$ cat config.mk
export PLATFORM = sky130hd
export DESIGN_NAME = flc_top
export DESIGN_NICKNAME = d
export VERILOG_FILES = /design/src/logic/flc_pkg.sv /design/src/logic/flc_top.sv
export SDC_FILE = /design/constraint.sdc
export NUM_CORES = 1
export LEC_CHECK = 0
export BUFFER_PORTS_ARGS = -buffer_cell sky130_fd_sc_hd__buf_2
export CAP_MARGIN = 30
export CORE_MARGIN = 2
export CORE_UTILIZATION = 50
export DETAILED_ROUTE_END_ITERATION = 16
export GPL_TIMING_DRIVEN = 0
export PLACE_DENSITY = 0.78
export SLEW_MARGIN = 20
export SYNTH_ARGS = -nofsm -noshare
export SYNTH_HDL_FRONTEND = slang
export SYNTH_SLANG_ARGS = --single-unit
$ cat constraint.sdc
create_clock -name mclk_in -period 5.4 [get_ports mclk_in]
set_clock_uncertainty 0.1 [all_clocks]
set_input_delay 0.54 -clock mclk_in [delete_from_list [all_inputs] [get_ports mclk_in]]
set_output_delay 0.54 -clock mclk_in [all_outputs]
set_load 0.02 [all_outputs]
$ cat src/logic/flc_pkg.sv
// Package for the flash level control register block.
// Holds the register address, reset value, field layout, timing
// constants, the flash current tables and the shared carrier types.
package flc_pkg;

    // ------------------------------------------------------------
    // Register map and field layout
    // ------------------------------------------------------------
    localparam logic [7:0] FLC_REG_ADDR    = 8'h02;
    localparam logic [7:0] FLC_RESET_VAL   = 8'h03;
    localparam logic [7:0] FLC_UNMAPPED    = 8'h00;
    localparam int         FLC_FORCE_BIT   = 7;
    localparam int         FLC_MODE_HI     = 6;
    localparam int         FLC_MODE_LO     = 5;
    localparam int         FLC_OUTER_HI    = 4;
    localparam int         FLC_OUTER_LO    = 3;
    localparam int         FLC_CENTER_HI   = 2;
    localparam int         FLC_CENTER_LO   = 0;
    localparam logic [6:0] FLC_SLAVE_ADDR  = 7'h33; // Arbitrary default

    // ------------------------------------------------------------
    // Timing: torch safety timeout at the 20 MHz system clock
    // ------------------------------------------------------------
    localparam int unsigned FLC_CLK_HZ       = 20_000_000;
    localparam int unsigned FLC_TIMEOUT_MS   = 11_200;
    localparam int unsigned FLC_TIMEOUT_CYC  =
        FLC_TIMEOUT_MS * (FLC_CLK_HZ / 1000);
    localparam int          FLC_TMR_W        = 28;

    // ------------------------------------------------------------
    // Mode encodings and bus state machine
    // ------------------------------------------------------------
    typedef enum logic [1:0] {
        FLC_MODE_SHUTDOWN = 2'b00,
        FLC_MODE_TORCH    = 2'b01,
        FLC_MODE_FLASH    = 2'b10,
        FLC_MODE_VSOURCE  = 2'b11
    } flc_mode_t;

    typedef enum logic [2:0] {
        FLC_ST_IDLE  = 3'b000,
        FLC_ST_ADDR  = 3'b001,
        FLC_ST_REG   = 3'b010,
        FLC_ST_WDATA = 3'b011,
        FLC_ST_ACK   = 3'b100,
        FLC_ST_RDATA = 3'b101,
        FLC_ST_RACK  = 3'b110
    } flc_state_t;

    // ------------------------------------------------------------
    // Flash current tables in mA, [variant][high current][code]
    // ------------------------------------------------------------
    typedef logic [10:0] flc_ma_t;
    localparam flc_ma_t FLC_OUTER_MA [2][2][4] = '{
        '{'{11'h0FA, 11'h12C, 11'h15E, 11'h15E},
          '{11'h258, 11'h2BC, 11'h320, 11'h39D}},
        '{'{11'h113, 11'h14F, 11'h181, 11'h181},
          '{11'h299, 11'h307, 11'h37A, 11'h401}}};
    localparam flc_ma_t FLC_CENTER_MA [2][2][8] = '{
        '{'{11'h113, 11'h12C, 11'h15E, 11'h1C2,
            11'h226, 11'h258, 11'h2BC, 11'h2BC},
          '{11'h28A, 11'h2BC, 11'h339, 11'h41A,
            11'h514, 11'h578, 11'h640, 11'h640}},
        '{'{11'h131, 11'h14F, 11'h181, 11'h1F4,
            11'h262, 11'h299, 11'h307, 11'h307},
          '{11'h2D0, 11'h307, 11'h393, 11'h48D,
            11'h5AA, 11'h60E, 11'h6EF, 11'h6EF}}};

    // Drive bundle toward the converter and current sinks
    typedef struct packed {
        logic [1:0] op_mode;
        logic       cv_force;
        logic       volt_reg;
        flc_ma_t    outer_ma;
        flc_ma_t    center_ma;
    } flc_drive_t;

endpackage

$ cat src/logic/flc_top.sv
// Flash level control register with its serial bus slave.
// Assumes a 20 MHz clock, open-drain bus pins resolved outside and
// a torch level register elsewhere that takes the mirrored mode.
`timescale 1ns/1ns
`default_nettype none

// Behaviour
// (RQ1) Force bit one makes constant voltage source
// (RQ2) Force bit reads back the mode pin
// (RQ3) Mode field decodes shutdown, torch, flash, voltage
// (RQ4) Unrefreshed mode shuts down after timeout
// (RQ5) Mode writes are mirrored to torch register
// (RQ6) Variant one outer flash current table
// (RQ7) Variant two outer flash current table
// (RQ8) Variant one centre flash current table
// (RQ9) Variant two centre flash current table
// (RQ10) Write applies at falling edge of acknowledge
// (RQ11) Zero torch levels select voltage regulation
// (RQ12) Unlisted codes kept, drive highest listed level
// (RQ13) Variant set at build, same layout
module flc_top
    import flc_pkg::*;
#(
    parameter int          VARIANT     = 0,
    parameter int unsigned TIMEOUT_CYC = FLC_TIMEOUT_CYC,
    parameter logic [6:0]  SLAVE_ADDR  = FLC_SLAVE_ADDR
)(
    // Clock, reset, enable
    input  wire logic       mclk_in,
    input  wire logic       nrst_in,
    input  wire logic       ce_in,
    // Serial bus pins
    input  wire logic       scl_in,
    input  wire logic       sda_in,
    output logic            sda_out,
    output logic            sda_oe_out,
    // Device pins and neighbour status
    input  wire logic       voltage_mode_pin_in,
    input  wire logic       high_current_select_in,
    input  wire logic       torch_levels_zero_in,
    // Drive and mirror outputs
    output flc_drive_t      drive_out,
    output logic            mode_mirror_wr_out,
    output logic [1:0]      mode_mirror_out
);

    // ------------------------------------------------------------
    // Elaboration checks
    // ------------------------------------------------------------
    if (VARIANT < 0 || VARIANT > 1)
        $error("VARIANT must be 0 or 1");
    if (TIMEOUT_CYC < 1 || TIMEOUT_CYC >= (64'd1 << FLC_TMR_W))
        $error("TIMEOUT_CYC out of range");

    localparam logic [FLC_TMR_W-1:0] TMO_LAST =
        FLC_TMR_W'(TIMEOUT_CYC - 1);

    // ------------------------------------------------------------
    // Pin synchronisers: bit0 scl, bit1 sda, bit2 vmode, bit3 hcs
    // ------------------------------------------------------------
    logic [3:0] s1_ff, s2_ff, s3_ff, flt_ff, fltd_ff;
    logic [3:0] nxt_flt;

    // Level changes once the second and third stages agree
    always_comb
    begin
        nxt_flt = ((s2_ff ~^ s3_ff) & s3_ff) | ((s2_ff ^ s3_ff) & flt_ff);
    end

    always_ff @(posedge mclk_in)
    begin
        if (!nrst_in)
        begin
            s1_ff   <= 4'h3;
            s2_ff   <= 4'h3;
            s3_ff   <= 4'h3;
            flt_ff  <= 4'h3;
            fltd_ff <= 4'h3;
        end
        else if (ce_in)
        begin
            s1_ff   <= {high_current_select_in, voltage_mode_pin_in,
                        sda_in, scl_in};
            s2_ff   <= s1_ff;
            s3_ff   <= s2_ff;
            flt_ff  <= nxt_flt;
            fltd_ff <= flt_ff;
        end
    end

    logic scl_rise, scl_fall, bus_start, bus_stop, sda_lvl;
    assign sda_lvl   = flt_ff[1];
    assign scl_rise  = flt_ff[0] & ~fltd_ff[0];
    assign scl_fall  = ~flt_ff[0] & fltd_ff[0];
    assign bus_start = flt_ff[0] & fltd_ff[0] & ~flt_ff[1] & fltd_ff[1];
    assign bus_stop  = flt_ff[0] & fltd_ff[0] & flt_ff[1] & ~fltd_ff[1];

    // ------------------------------------------------------------
    // Bus slave state machine
    // ------------------------------------------------------------
    flc_state_t st_ff, nxt_st, after_ff, nxt_after;
    logic [3:0] cnt_ff, nxt_cnt;
    logic [7:0] sh_ff, nxt_sh, radr_ff, nxt_radr;
    logic       oe_ff, nxt_oe, wpend_ff, nxt_wpend, wr_ff, nxt_wr;
    logic [7:0] flc_ff, nxt_flc, rd_val;

    // Read value: force bit shows the pin, unmapped reads zero
    assign rd_val = (radr_ff == FLC_REG_ADDR) ?
                    {flt_ff[2], flc_ff[6:0]} : FLC_UNMAPPED; // RQ2

    // Byte reception, acknowledge and read-out sequencing
    always_comb
    begin
        nxt_st    = st_ff;
        nxt_after = after_ff;
        nxt_cnt   = cnt_ff;
        nxt_sh    = sh_ff;
        nxt_radr  = radr_ff;
        nxt_oe    = oe_ff;
        nxt_wpend = wpend_ff;
        nxt_wr    = 1'b0;
        if (bus_start)
        begin
            nxt_st    = FLC_ST_ADDR;
            nxt_cnt   = 4'h0;
            nxt_oe    = 1'b0;
            nxt_wpend = 1'b0;
        end
        else if (bus_stop)
        begin
            nxt_st = FLC_ST_IDLE;
            nxt_oe = 1'b0;
        end
        else
        begin
            case (st_ff)
                FLC_ST_ADDR, FLC_ST_REG, FLC_ST_WDATA:
                begin
                    if (scl_rise)
                    begin
                        nxt_sh  = {sh_ff[6:0], sda_lvl};
                        nxt_cnt = cnt_ff + 4'h1;
                    end
                    else if (scl_fall && cnt_ff == 4'h8)
                    begin
                        nxt_cnt = 4'h0;
                        nxt_oe  = 1'b1;
                        nxt_st  = FLC_ST_ACK;
                        if (st_ff == FLC_ST_ADDR)
                        begin
                            nxt_after = sh_ff[0] ? FLC_ST_RDATA
                                                 : FLC_ST_REG;
                            if (sh_ff[7:1] != SLAVE_ADDR)
                            begin
                                nxt_oe = 1'b0;
                                nxt_st = FLC_ST_IDLE;
                            end
                        end
                        else if (st_ff == FLC_ST_REG)
                        begin
                            nxt_radr  = sh_ff;
                            nxt_after = FLC_ST_WDATA;
                        end
                        else
                        begin
                            nxt_wpend = 1'b1;
                            nxt_after = FLC_ST_WDATA;
                        end
                    end
                end
                FLC_ST_ACK:
                begin
                    if (scl_fall)
                    begin
                        nxt_oe    = 1'b0;
                        nxt_st    = after_ff;
                        nxt_wr    = wpend_ff; // RQ10
                        nxt_wpend = 1'b0;
                        if (after_ff == FLC_ST_RDATA)
                        begin
                            nxt_sh  = rd_val;
                            nxt_oe  = ~rd_val[7];
                            nxt_cnt = 4'h1;
                        end
                    end
                end
                FLC_ST_RDATA:
                begin
                    if (scl_fall)
                    begin
                        if (cnt_ff == 4'h8)
                        begin
                            nxt_oe  = 1'b0;
                            nxt_cnt = 4'h0;
                            nxt_st  = FLC_ST_RACK;
                        end
                        else
                        begin
                            nxt_oe  = ~sh_ff[6];
                            nxt_sh  = {sh_ff[6:0], 1'b0};
                            nxt_cnt = cnt_ff + 4'h1;
                        end
                    end
                end
                FLC_ST_RACK:
                begin
                    if (scl_rise)
                    begin
                        nxt_after = FLC_ST_RDATA;
                        nxt_st    = sda_lvl ? FLC_ST_IDLE : FLC_ST_ACK;
                    end
                end
                default:
                begin
                    nxt_oe = 1'b0;
                end
            endcase
        end
    end

    always_ff @(posedge mclk_in)
    begin
        if (!nrst_in)
        begin
            st_ff    <= FLC_ST_IDLE;
            after_ff <= FLC_ST_IDLE;
            cnt_ff   <= 4'h0;
            sh_ff    <= 8'h00;
            radr_ff  <= 8'h00;
            oe_ff    <= 1'b0;
            wpend_ff <= 1'b0;
            wr_ff    <= 1'b0;
        end
        else if (ce_in)
        begin
            st_ff    <= nxt_st;
            after_ff <= nxt_after;
            cnt_ff   <= nxt_cnt;
            sh_ff    <= nxt_sh;
            radr_ff  <= nxt_radr;
            oe_ff    <= nxt_oe;
            wpend_ff <= nxt_wpend;
            wr_ff    <= nxt_wr;
        end
    end

    // ------------------------------------------------------------
    // Register, safety timer and drive decode
    // ------------------------------------------------------------
    logic [FLC_TMR_W-1:0] tmr_ff, nxt_tmr;
    flc_drive_t           drv_ff, nxt_drv;
    logic                 mwr_ff, nxt_mwr;
    logic [1:0]           mmode_ff, nxt_mmode;
    logic                 reg_wr, hcs;
    flc_mode_t            mode;

    assign reg_wr = wr_ff && (radr_ff == FLC_REG_ADDR);
    assign hcs    = flt_ff[3];
    assign mode   = flc_mode_t'(flc_ff[FLC_MODE_HI:FLC_MODE_LO]);

    // Stores writes, runs the timeout and looks up the currents
    always_comb
    begin
        nxt_flc   = flc_ff;
        nxt_tmr   = tmr_ff;
        nxt_mwr   = 1'b0;
        nxt_mmode = mmode_ff;
        if (reg_wr)
        begin
            nxt_flc   = sh_ff; // RQ12 RQ13
            nxt_tmr   = '0;    // RQ4
            nxt_mwr   = 1'b1;  // RQ5
            nxt_mmode = sh_ff[FLC_MODE_HI:FLC_MODE_LO]; // RQ5
        end
        else if (mode != FLC_MODE_SHUTDOWN)
        begin
            if (tmr_ff == TMO_LAST)
            begin
                nxt_flc[FLC_MODE_HI:FLC_MODE_LO] = FLC_MODE_SHUTDOWN; // RQ4
                nxt_tmr = '0;
            end
            else
            begin
                nxt_tmr = tmr_ff + 1'b1; // RQ4
            end
        end
        nxt_drv.op_mode  = mode; // RQ3
        nxt_drv.cv_force = flc_ff[FLC_FORCE_BIT] | flt_ff[2]; // RQ1
        nxt_drv.volt_reg = torch_levels_zero_in; // RQ11
        nxt_drv.outer_ma = FLC_OUTER_MA[VARIANT][hcs]
            [flc_ff[FLC_OUTER_HI:FLC_OUTER_LO]]; // RQ6 RQ7 RQ12
        nxt_drv.center_ma = FLC_CENTER_MA[VARIANT][hcs]
            [flc_ff[FLC_CENTER_HI:FLC_CENTER_LO]]; // RQ8 RQ9 RQ12
    end

    always_ff @(posedge mclk_in)
    begin
        if (!nrst_in)
        begin
            flc_ff   <= FLC_RESET_VAL;
            tmr_ff   <= '0;
            drv_ff   <= '0;
            mwr_ff   <= 1'b0;
            mmode_ff <= 2'b00;
        end
        else if (ce_in)
        begin
            flc_ff   <= nxt_flc;
            tmr_ff   <= nxt_tmr;
            drv_ff   <= nxt_drv;
            mwr_ff   <= nxt_mwr;
            mmode_ff <= nxt_mmode;
        end
    end

    // Outputs straight from flip-flops; sda only ever pulls low
    assign sda_out            = 1'b0;
    assign sda_oe_out         = oe_ff;
    assign drive_out          = drv_ff;
    assign mode_mirror_wr_out = mwr_ff;
    assign mode_mirror_out    = mmode_ff;

endmodule // flc_top

`default_nettype wire

# Yosys cells after proc, flatten, opt, wreduce, memory -nomap -nowiden
# Index checks and enable logic that the tools add are counted.
[classes]
muxes = 76
eq_ne = 35
bitwise = 26
reduce_logical = 21
addsub = 2
order_cmp = 3
[ops]
columns = ["cell", "n"]
rows = [
  ["88-bit 2-to-1 mux", 2],
  ["44-bit 2-to-1 mux", 2],
  ["87-bit 2-to-1 mux", 1],
  ["28-bit 2-to-1 mux", 3],
  ["3-bit 2-to-1 mux", 16],
  ["8-bit 2-to-1 mux", 6],
  ["11-bit 2-to-1 mux", 4],
  ["43-bit 2-to-1 mux", 1],
  ["11-bit binary-select mux with 3-bit select", 1],
  ["4-bit 2-to-1 mux", 8],
  ["28-bit by 1-bit adder with 28-bit output (second input constant)", 1],
  ["28-bit equality test (second input constant)", 1],
  ["4-bit inequality test (second input constant)", 7],
  ["3-bit inequality test (second input constant)", 8],
  ["8-bit case mux with 3 select lines", 1],
  ["8-bit AND reduction", 3],
  ["11-bit binary-select mux with 2-bit select", 1],
  ["1-bit 2-to-1 mux", 22],
  ["2-bit inequality test (second input constant)", 9],
  ["7-bit AND reduction", 2],
  ["3-bit equality test (second input constant)", 4],
  ["3-bit case mux with 4 select lines", 1],
  ["4-bit case mux with 3 select lines", 1],
  ["1-bit inverter", 10],
  ["32 further kinds", 48],
]
[totals]
input_bits = 8
register_bits = 112
output_inout_bits = 31

# Depth between registers and ports, before layout
# Gate-level depths: netlist of the first run.
[logic_depth]
depth_word = 8
ltp_mapped = 8

# Worst setup path before layout of the first run
# OpenSTA, ideal clock, no wires.
[synth_path]
kind = "reg-to-reg"
from = "reg radr_ff[3]"
to = "reg tmr_ff[25]"
setup_slack_ns = 3.243
arrival_time_ns = 1.939
required_time_ns = 5.182
synth_period_minus_slack_ns = 2.157
stages_incl_launch_ff = 8
path_cell_list = "dfxtp_1 or4_1 buf_2 o31a_1 buf_6 nor4_4 mux2i_1 nor2_1"
[synth_via]
elab_chain_len = 4
word_cells_on_any_way = 5
cone_classes = "eq/ne (1); mux (1); reduce/logical (3)"
[synth_lines]
columns = ["item", "line_no", "source"]
rows = [
  ["start, declared", "flc_top.sv:103", "logic [7:0] sh_ff, nxt_sh, radr_ff, nxt_radr;"],
  ["start signal, assigned", "flc_top.sv:240", "radr_ff <= nxt_radr;"],
  ["8-bit by 2-bit equality test with 1-bit output (*)", "flc_top.sv:257", "assign reg_wr = wr_ff && (radr_ff == FLC_REG_ADDR);"],
  ["1-bit logical AND (*)", "flc_top.sv:257", ""],
  ["2-bit nonzero test (no source line)", "-", ""],
  ["2-bit AND reduction (no source line)", "-", ""],
  ["end signal, assigned", "flc_top.sv:309", "tmr_ff <= nxt_tmr;"],
  ["end, declared", "flc_top.sv:250", "logic [FLC_TMR_W-1:0] tmr_ff, nxt_tmr;"],
]
# Every way passes the cells marked *; elsewhere a longest branch is shown, timed or not.
# A chain may end at the register's enable or synchronous reset.

# Worst setup path in the final report of the first run
[layout_path]
from = "reg flt_ff[0]"
to = "reg sh_ff[5]"
[layout_via]
elab_chain_len = 5
word_cells_on_any_way = 14
cone_classes = "eq/ne (3); bitwise (10); reduce/logical (1)"
[layout_lines]
columns = ["item", "line_no", "source"]
rows = [
  ["start, declared", "flc_top.sv:61", "logic [3:0] s1_ff, s2_ff, s3_ff, flt_ff, fltd_ff;"],
  ["start signal, assigned", "flc_top.sv:86", "flt_ff <= nxt_flt;"],
  ["1-bit AND", "flc_top.sv:95, flc_top.sv:96", ""],
  ["1-bit AND, on equally long branches (2 in a row)", "flc_top.sv:96, flc_top.sv:95", ""],
  ["1-bit inverter (no source line)", "-", ""],
  ["9-bit AND reduction (no source line) (*)", "-", ""],
  ["end signal, assigned", "flc_top.sv:239", "sh_ff <= nxt_sh;"],
  ["end, declared", "flc_top.sv:103", ""],
]
# Marks and branches as above.

==> results.txt, run 1 <==
largest net degree at the start of global routing: 21
WL met1: 6240 um
LEAKAGE: 2.52 nW
Reg2Reg Depth: 7
post-route setup slack: 2.78 ns
antenna-violating nets left: 0
area delta synth->final: 11.7%
routed vias: 4794
Total GRT Usage: 23.5%
clock root buffer: clkbuf_16
Worst Max-Slew Pin Slew: 0.969 ns
CTS tree: built
area post-placement: 5990 um2
Cell Pwr Density: 265 nW/um2
FF-to-FF setup slack: 2.78 ns
nets: 712
setup bufs post-CTS: 0
type of the worst setup path: register to register
layout cell share with drive strength beyond 1: 11.3%
cells after synthesis: 638
final instance area: 6310 um2
final WL: 13600 um
Iter 0 DRT Violations: 266
DR DRC count: 0
TNS Setup: 0 ns
Max-Cap Viols: 0
CTS H-tree depth: 3
Post-Synthesis Cell Area: 5640 um2
pre-CTS WS: 2.61 ns
CP Data Arrival Time: 2.81 ns
cts repair resizes: 0
fin crit share: 48.5%
crit path from: flt_ff[0]
Die Y: 110 um
DR top layer: met4
Die Wd: 110 um
met3 wire len: 615 um
hold_buf cts: 0
Critical R2R Capture: sh_ff[5]
Worst EP required: 5.59 ns
die area: 12200 um2
first-pass GRT wire length: 22200 um
fraction of registers with async set/reset: 0%
endpoints failing hold: 0
Core Region: 10900 um2
Peak VDD IR: 222 uV
port bufs: 34
post-DR vias/cell: 5.78
routed wl met2: 6480 um
Yosys cell types: 64
Clock Sinks: 111
Top FF cell, synth: dfxtp_1
post-synthesis register bit count: 111
Seq/Total Area, Yosys: 39.4%
Pins Over Slew Limit: 0
num rows: 38
min cycle time layout: 2.62 ns
Hold Path Class: input pin to register
Critical Path Sink: sh_ff[5]
final setup fails: 0
Clock Pin Slew Worst Setup and Hold Paths: 0.08 ns
post-layout util: 57.7%
wire per inst: 16.4 um
Slew HR: 35.3%
hold depth: 3
critical path peak fanout: 10
Initial Util: 51.6%
placer congestion estimate: 0.899
Diodes inserted: 0
Num CTS Buffers: 9
achievable frequency: 382 MHz
Mean Syn Cell Area: 8.85 um2
status: completed
DRT Pass-1 Iters: 5
clk_lat worst skew: 0.36 ns
initial antenna violation count: 0
Synth warnings: 0
Post-synth EDFFs: 0
crit end category: register
clk buf depth: 2
total gr overflow: 0
RSZ-0062 raised after global routing: false
I/O pins: 39
Setup crit start kind: register
vias in the first global route: 4438
R2R Path Start: flt_ff[0]
hpwl dp: 9710 um
[cell usage after synthesis, types with 5 or more instances]
library cell | n | area share [%]
xor2_1 | 8 | 1.2
nor3_1 | 11 | 0.98
nor4_1 | 5 | 0.55
a22oi_1 | 6 | 0.80
a21boi_0 | 8 | 1.1
o21ai_0 | 28 | 2.5
dfxtp_1 | 111 | 39
and4_1 | 5 | 0.78
o211a_1 | 15 | 2.7
a31o_2 | 5 | 0.78
nor2b_1 | 33 | 3.7
mux2i_1 | 40 | 7.1
inv_1 | 14 | 0.93
buf_1 | 7 | 0.47
and2_1 | 5 | 0.55
clkbuf_1 | 27 | 1.8
nand3_1 | 31 | 2.7
and3_1 | 7 | 0.78
nand4_1 | 15 | 1.7
nand2_1 | 62 | 4.1
nor2_1 | 44 | 2.9
nand2b_1 | 7 | 0.78
xnor2_1 | 18 | 2.8
a21oi_1 | 22 | 2.0
ha_1 | 20 | 4.4
o211ai_1 | 9 | 1.2
[critical path, cell delays in order (launching register included)]
cell	delay, ns
dfxtp_1	0.30
buf_2	0.17
nor2b_1	0.32
o211ai_1	0.18
a2111oi_2	0.86
clkbuf_1	0.41
nand3_1	0.12
o21ai_0	0.10
[logic make-up after synthesis]
kind of cell	count (synthesis)	share of synthesized area [%]
multiplexers	41	7.29
AO/OA/AOI/OAI	129	16.5
adder cells (fa/ha/maj)	20	4.43
other	1	0.0664
AND/OR/NAND/NOR	253	24.1
flip-flops	111	39.4
XOR/XNOR	26	4.03
buffers and inverters	57	4.28
[cell usage in the layout (no fill, tap or decap), types with 4 or more instances in the layout]
cell type | synthesis | final
nand2_1 | 62 | 62
nor3b_1 | 4 | 4
mux2i_1 | 40 | 40
nor2b_1 | 33 | 33
nand4_1 | 15 | 15
and4_1 | 5 | 5
a31o_2 | 5 | 5
a22o_1 | 4 | 4
a22oi_1 | 6 | 6
buf_1 | 7 | 7
clkbuf_1 | 27 | 27
clkbuf_16 | 0 | 9
xnor2_1 | 18 | 18
nor2_1 | 44 | 44
o211ai_1 | 9 | 9
and3b_1 | 4 | 4
a211oi_1 | 4 | 4
and2_1 | 5 | 5
and3_1 | 7 | 7
nor4_1 | 5 | 5
buf_4 | 4 | 4
a21oi_1 | 22 | 22
o21ai_0 | 28 | 28
o221ai_1 | 4 | 4
nand3_1 | 31 | 31
inv_1 | 14 | 14
ha_1 | 20 | 20
a21boi_0 | 8 | 8
o211a_1 | 15 | 15
xor2_1 | 8 | 8
dfxtp_1 | 111 | 111
nand2b_1 | 7 | 7
nor3_1 | 11 | 11
buf_2 | 4 | 38
[how the worst min path moves through the flow]
stage | start | slack (ns) | end
final | scl_in | 0.30 | s1_ff[0]
after global routing | sda_in | 0.31 | s1_ff[1]
after CTS | scl_in | 0.30 | s1_ff[0]
after detailed placement | s1_ff[1] | 0.36 | s1_ff[1]
after global placement | s1_ff[0] | 0.36 | s1_ff[0]
after floorplan | s1_ff[0] | 0.34 | s1_ff[0]
[where the power goes]
group          total (mW)  leakage, nW  internal [mW]  switching [mW]
registers           0.840        0.901          0.832         0.00813
clock network       0.702        0.151          0.370           0.332
logic               0.126         1.47         0.0441          0.0822
[layout make-up]
class                   count  area (um2)
fillers                  1026        4630
multi-input cells         471        3180
flip-flops and latches    111        2220
clock buffers               9         225
plain buffers              43         189
well taps                 140         175
repair buffers             34         170
clock inverters             7        87.6
inverters                  14        52.6
[layer usage]
| layer | track usage [%] | vias to the layer above |
|---|---|---|
| li1 | - | 2370 |
| met1 | 30.8 | 2286 |
| met2 | 38.5 | 118 |
| met3 | 4.53 | 20 |
| met4 | 8.93 | 0 |
| met5 | 0 | - |
[state kept, by name, summed over array words and instances (netlist names), 2 cells and up]
signal and count:
radr_ff 8, st_ff 3, tmr_ff 28, flt_ff 4
s2_ff 4, cnt_ff 4, flc_ff 8, after_ff 3
sh_ff 8, mode_mirror_out 2, s1_ff 4, s3_ff 4
fltd_ff 2, drive_out 25
[stage by stage]
stage	hold WS [ns]	std cells	total power, mW
detailed placement	0.364	813	0.983
finish	0.299	829	1.67
floorplan	0.341	639	0.947
global route	0.312	829	1.72
CTS	0.295	829	1.68
global placement	0.355	813	0.981
(Power assumes the default switching activity.)
==> run 2: changes to the inputs <==
clock period = 2.6 ns   (was 5.4 ns; I/O delays follow)
==> results.txt, run 2 (synthesis gave the netlist of run 1 again) <==
status: completed (unchanged)
LEAKAGE: 2.53 nW (was 2.52 nW)
Hold Path Class: input pin to register (unchanged)
clk_lat worst skew: 0.36 ns (about the same)
Worst Max-Slew Pin Slew: 0.780 ns (was 0.969 ns)
crit path from: radr_ff[3] (was flt_ff[0])
area delta synth->final: 12.4% (was 11.7%)
hpwl dp: 9710 um (unchanged)
initial antenna violation count: 0 (unchanged)
crit path cell chain: or4_1 -> buf_2 -> or3_1 -> o41a_1 -> o21ai_4 -> buf_4 -> nor2_1 (was buf_2 -> nor2b_1 -> o211ai_1 -> a2111oi_2 -> clkbuf_1 -> nand3_1 -> o21ai_0)
R2R Path Start: radr_ff[3] (was flt_ff[0])
hold_buf cts: 0 (unchanged)
Worst EP required: 2.76 ns (was 5.59 ns)
Critical R2R Capture: tmr_ff[17] (was sh_ff[5])
Critical Path Sink: tmr_ff[17] (was sh_ff[5])
Biggest register: tmr_ff (unchanged)
achievable frequency: 411 MHz (was 382 MHz)
endpoints failing hold: 0 (unchanged)
FF-to-FF setup slack: 0.17 ns (was 2.78 ns)
met2 Usage GRT: 38.5% (unchanged)
met1 Use GR: 30.8% (unchanged)
largest net degree at the start of global routing: 21 (unchanged)
Clock Pin Slew Worst Setup and Hold Paths: 0.08 ns (about the same)
Peak VDD IR: 461 uV (was 222 uV)
total gr overflow: 0 (unchanged)
final WL: 13700 um (was 13600 um)
gr busiest metal: met2 (unchanged)
CTS H-tree depth: 3 (unchanged)
Core Region: 10900 um2 (unchanged)
Sequential Power Share: 50.3% (about the same)
post-route setup slack: 0.170 ns (was 2.78 ns)
Pins Over Slew Limit: 0 (unchanged)
clock root buffer: clkbuf_16 (unchanged)
Top delay family on crit path: simple AND/OR/NAND/NOR gates (was compound AO/OA/AOI/OAI gates)
Placed Cells: 813 (unchanged)
Slew HR: 47.6% (was 35.3%)
Die Y: 110 um (unchanged)
Max-Cap Viols: 0 (unchanged)
layout cell share with drive strength beyond 1: 11.9% (was 11.3%)
num rows: 38 (unchanged)
Fillers: 1024 (was 1026)
crit end category: register (unchanged)
Iter 0 DRT Violations: 229 (was 266)
final setup fails: 0 (unchanged)
CP max-delay cell: or4_1 (was a2111oi_2)
nets: 712 (unchanged)
CTS tree: built (unchanged)
Sw Ratio: 25.3% (about the same)
fin crit share: 93.5% (was 48.5%)
Reg2Reg Depth: 7 (unchanged)
commonest non-fill, non-tap cells in the layout: dfxtp_1 (111), nand2_1 (62), nor2_1 (44), mux2i_1 (40), buf_2 (38) (unchanged)
Power Internal: 2.59 mW (was 1.25 mW)
type of the worst setup path: register to register (unchanged)
port bufs: 34 (unchanged)
Clock Sinks: 111 (unchanged)
RSZ-0062 raised after global routing: false (unchanged)
clock share of power: 42.0% (was 42.1%)
clk buf depth: 2 (unchanged)
critical path buffer and inverter count: 2 (unchanged)
combinational cell fraction of total power: 7.7% (was 7.6%)
routed vias: 4839 (was 4794)
CP Data Arrival Time: 2.59 ns (was 2.81 ns)
I/O pins: 39 (unchanged)
max reg flops: 28 (unchanged)
pre-CTS WS: 0.0354 ns (was 2.61 ns)
wire per inst: 16.5 um (was 16.4 um)
post-DR vias/cell: 5.84 (was 5.78)
TNS Setup: 0 ns (unchanged)
Diodes inserted: 0 (unchanged)
Total GRT Usage: 23.5% (unchanged)
Die Wd: 110 um (unchanged)
Cell Pwr Density: 546 nW/um2 (was 265 nW/um2)
DR DRC count: 0 (unchanged)
first-pass GRT wire length: 22200 um (unchanged)
sw power: 0.878 mW (was 0.423 mW)
DRT Pass-1 Iters: 5 (unchanged)
antenna-violating nets left: 0 (unchanged)
die area: 12200 um2 (unchanged)
vias in the first global route: 4438 (unchanged)
fin cells: 829 (unchanged)
WP depth: 7 (unchanged)
Num CTS Buffers: 9 (unchanged)
Initial Util: 51.6% (unchanged)
min cycle time layout: 2.43 ns (was 2.62 ns)
Setup crit start kind: register (unchanged)
critical path's largest stage delay: 0.54 ns (was 0.86 ns)
placer congestion estimate: 0.899 (unchanged)
met3 Use GR: 4.53% (unchanged)
most common cell after layout, fill and taps aside: dfxtp_1 (unchanged)
critical path peak fanout: 10 (unchanged)
run 2: layer usage:
metal | up-vias | part of all wire [%]
met5 | - | 0
met4 | 0 | 2.3
met3 | 26 | 3.7
met2 | 107 | 48
met1 | 2333 | 46
li1 | 2373 | -
run 2: worst reg2reg max path: cells and delay by family, from the launching register on:
kind                   cells  cell delay, ns
and+or+nand+nor            3            0.99
AOI/OAI and AO/OA          2            0.52
buffers and inverters      2            0.42
DFF                        1            0.31
run 2: worst min path at each step:
stage               cells past startpoint  slack (ns)        to     start
finish                                  3        0.02  s1_ff[0]    scl_in
global route                            3        0.03  s1_ff[1]    sda_in
global placement                        2        0.36  s1_ff[0]  s1_ff[0]
floorplan                               2        0.29  s1_ff[0]    scl_in
detailed placement                      2        0.36  s1_ff[1]  s1_ff[1]
CTS                                     3        0.02  s1_ff[0]    scl_in
run 2: what timing repair did:
item,CTS,global route
gates resized for setup,0,7
endpoints found under the setup margin,0,29
buffers inserted,0,0
run 2: metrics by stage:
stage	cell area (um2)	utilization [%]	hold WS, ns	power [mW]
after floorplan	5650	-	0.288	1.97
after global placement	5990	54.8	0.355	2.04
after detailed placement	5990	54.8	0.364	2.04
after CTS	6310	57.7	0.0151	3.48
after global routing	6340	58.0	0.0321	3.57
final	6340	58.0	0.0196	3.47
run 2: final cells by class:
type,instances,area [um2],share of cell area (%)
timing repair buffer,34,170,2.68
sequential,111,2220,35.0
buffer,43,190,3.00
tap,140,175,2.76
clock buffer,9,225,3.55
inverter,14,52.6,0.829
multi-input combinational,471,3220,50.8
clock inverter,7,87.6,1.38
run 2: power by group through the flow:
stage / registers, mW / clock network, mW / logic, mW
final: 1.74 / 1.46 / 0.266
after global routing: 1.75 / 1.53 / 0.290
after CTS: 1.74 / 1.47 / 0.260
after detailed placement: 1.78 / 0 / 0.258
after global placement: 1.78 / 0 / 0.255
after floorplan: 1.80 / 0 / 0.164
==> run 3: changes to the inputs <==
ABC_AREA = 1   (was unset)
SKIP_CTS_REPAIR_TIMING = 1   (was unset)
==> results.txt, run 3 <==
status: completed (unchanged)
Max-Cap Viols: 0 (unchanged)
Clock Pin Slew Worst Setup and Hold Paths: 0.08 ns (about the same)
min cycle time layout: 2.06 ns (was 2.43 ns)
Yosys top cell area share: 38.4% (was 39.4%)
FF-to-FF setup slack: 0.54 ns (was 0.17 ns)
final WL: 14600 um (was 13700 um)
fraction of registers with async set/reset: 0% (unchanged)
vias in the first global route: 5040 (was 4438)
post-DR vias/cell: 5.35 (was 5.84)
LEAKAGE: 2.78 nW (was 2.53 nW)
Total GRT Usage: 23.7% (was 23.5%)
critical path peak fanout: 5 (was 10)
Commonest cells post-synth: nand2_1 (222), nor2_1 (136), dfxtp_1 (111), inv_1 (77), nand3_1 (60) (was dfxtp_1 (111), nand2_1 (62), nor2_1 (44), mux2i_1 (40), nor2b_1 (33))
total gr overflow: 0 (unchanged)
largest net degree at the start of global routing: 21 (unchanged)
Biggest register: tmr_ff (unchanged)
die area: 12400 um2 (was 12200 um2)
area delta synth->final: 11.2% (was 12.4%)
num rows: 39 (was 38)
Post-Synthesis Cell Area: 5780 um2 (was 5640 um2)
TNS Setup: 0 ns (unchanged)
crit path from: tmr_ff[0] (was radr_ff[3])
Pins Over Slew Limit: 0 (unchanged)
clk buf depth: 2 (unchanged)
most common cell after layout, fill and taps aside: nand2_1 (was dfxtp_1)
total power: 4.58 mW (was 3.47 mW)
commonest non-fill, non-tap cells in the layout: nand2_1 (222), nor2_1 (136), dfxtp_1 (111), inv_1 (77), nand3_1 (60) (was dfxtp_1 (111), nand2_1 (62), nor2_1 (44), mux2i_1 (40), buf_2 (38))
Synth warnings: 0 (unchanged)
antenna-violating nets left: 0 (unchanged)
Die Wd: 112 um (was 110 um)
Critical Path Sink: tmr_ff[22] (was tmr_ff[17])
final setup fails: 0 (unchanged)
layout cell share with drive strength beyond 1: 10.4% (was 11.9%)
Clock Sinks: 111 (unchanged)
Initial Util: 50.9% (was 51.6%)
first-pass GRT wire length: 24300 um (was 22200 um)
Top FF cell, synth: dfxtp_1 (unchanged)
Die Y: 112 um (was 110 um)
Iter 0 DRT Violations: 486 (was 229)
wire per inst: 13.7 um (was 16.5 um)
Num CTS Buffers: 9 (unchanged)
Seq/Total Area, Yosys: 38.4% (was 39.4%)
clock root buffer: clkbuf_16 (unchanged)
DRT Pass-1 Iters: 6 (was 5)
RSZ-0062 raised after global routing: false (unchanged)
hold depth: 3 (unchanged)
nets: 942 (was 712)
Worst Max-Slew Pin Slew: 0.724 ns (was 0.780 ns)
fin crit share: 79.3% (was 93.5%)
Reg2Reg Depth: 8 (was 7)
Core Region: 11400 um2 (was 10900 um2)
DR DRC count: 0 (unchanged)
I/O pins: 39 (unchanged)
max reg flops: 28 (unchanged)
Yosys cell types: 40 (was 64)
type of the worst setup path: register to register (unchanged)
initial antenna violation count: 0 (unchanged)
CTS tree: built (unchanged)
routed vias: 5685 (was 4839)
Diodes inserted: 0 (unchanged)
Setup crit start kind: register (unchanged)
CTS H-tree depth: 3 (unchanged)
achievable frequency: 485 MHz (was 411 MHz)
crit end category: register (unchanged)
hpwl dp: 10500 um (was 9710 um)
post-synthesis register bit count: 111 (unchanged)
CP Data Arrival Time: 2.21 ns (was 2.59 ns)
Critical R2R Capture: tmr_ff[22] (was tmr_ff[17])
cells after synthesis: 866 (was 638)
placer congestion estimate: 0.996 (was 0.899)
Peak VDD IR: 311 uV (was 461 uV)
port bufs: 36 (was 34)
Slew HR: 51.7% (was 47.6%)
clk_lat worst skew: 0.36 ns (about the same)
largest cells by area after synthesis: dfxtp_1 (38%), nand2_1 (14%), nor2_1 (8.8%) (was dfxtp_1 (39%), mux2i_1 (7.1%), ha_1 (4.4%))
endpoints failing hold: 0 (unchanged)
Mean Syn Cell Area: 6.68 um2 (was 8.85 um2)
Worst EP required: 2.75 ns (was 2.76 ns)
Hold Path Class: input pin to register (unchanged)
post-synth top area cell: dfxtp_1 (unchanged)
Cell Pwr Density: 712 nW/um2 (was 546 nW/um2)
Post-synth EDFFs: 0 (unchanged)
most common cell in the netlist: nand2_1 (was dfxtp_1)
R2R Path Start: tmr_ff[0] (was radr_ff[3])
[run 3: how the worst min path moves through the flow]
stage	from	to	slack, ns
2_1_floorplan	scl_in	s1_ff[0]	0.29
3_3_place_gp	s1_ff[1]	s1_ff[1]	0.34
3_5_place_dp	s1_ff[1]	s1_ff[1]	0.35
4_1_cts	sda_in	s1_ff[1]	0.009
5_1_grt	sda_in	s1_ff[1]	0.03
6_report	sda_in	s1_ff[1]	0.01
[run 3: critical path, stage by stage (launching register included)]
cell and delay, ns:
dfxtp_1 0.40, ha_1 0.26, inv_1 0.07, nor2_2 0.23
nand3_2 0.18, nor3_1 0.45, nand3_1 0.13, nand2_1 0.10
nor2_1 0.04
[run 3: final cells by class]
class,instances,area (um2)
Fill cell,1098,4940
Multi-Input combinational cell,641,3090
Sequential cell,111,2220
Inverter,81,304
Clock buffer,9,225
Timing Repair Buffer,36,180
Tap cell,143,179
Buffer,34,171
Clock inverter,7,61.3
[run 3: layer usage]
| metal | vias up | global-route usage (%) | share of wire [%] |
|---|---|---|---|
| met5 | - | 0 | 0 |
| met4 | 0 | 8.72 | 1.9 |
| met3 | 20 | 4.19 | 7.3 |
| met2 | 213 | 36.3 | 43 |
| met1 | 2555 | 33.7 | 48 |
| li1 | 2897 | - | - |
[run 3: where the power goes]
part / switching [mW] / internal (mW)
Combinational: 0.844 / 0.421
Sequential: 0.118 / 1.84
Clock: 0.681 / 0.672
Total: 1.64 / 2.94
[run 3: logic make-up after synthesis]
logic type               synth area share, %
XOR/XNOR                               0.303
AO/OA/AOI/OAI                           13.6
flip-flops                              38.4
other                                 0.0649
buffers and inverters                   8.22
AND/OR/NAND/NOR                         35.1
adder cells (fa/ha/maj)                 4.33
[run 3: stage by stage]
| step | setup WS (ns) | util, % | area [um2] | std cells | hold slack [ns] |
|---|---|---|---|---|---|
| after floorplan | 0.832 | - | 5790 | 867 | 0.286 |
| after global placement | 0.602 | 54.0 | 6140 | 1046 | 0.341 |
| after detailed placement | 0.576 | 54.0 | 6140 | 1046 | 0.345 |
| after CTS | 0.560 | 56.6 | 6430 | 1062 | 0.00922 |
| after global routing | 0.304 | 56.6 | 6430 | 1062 | 0.0267 |
| final | 0.538 | 56.6 | 6430 | 1062 | 0.0118 |
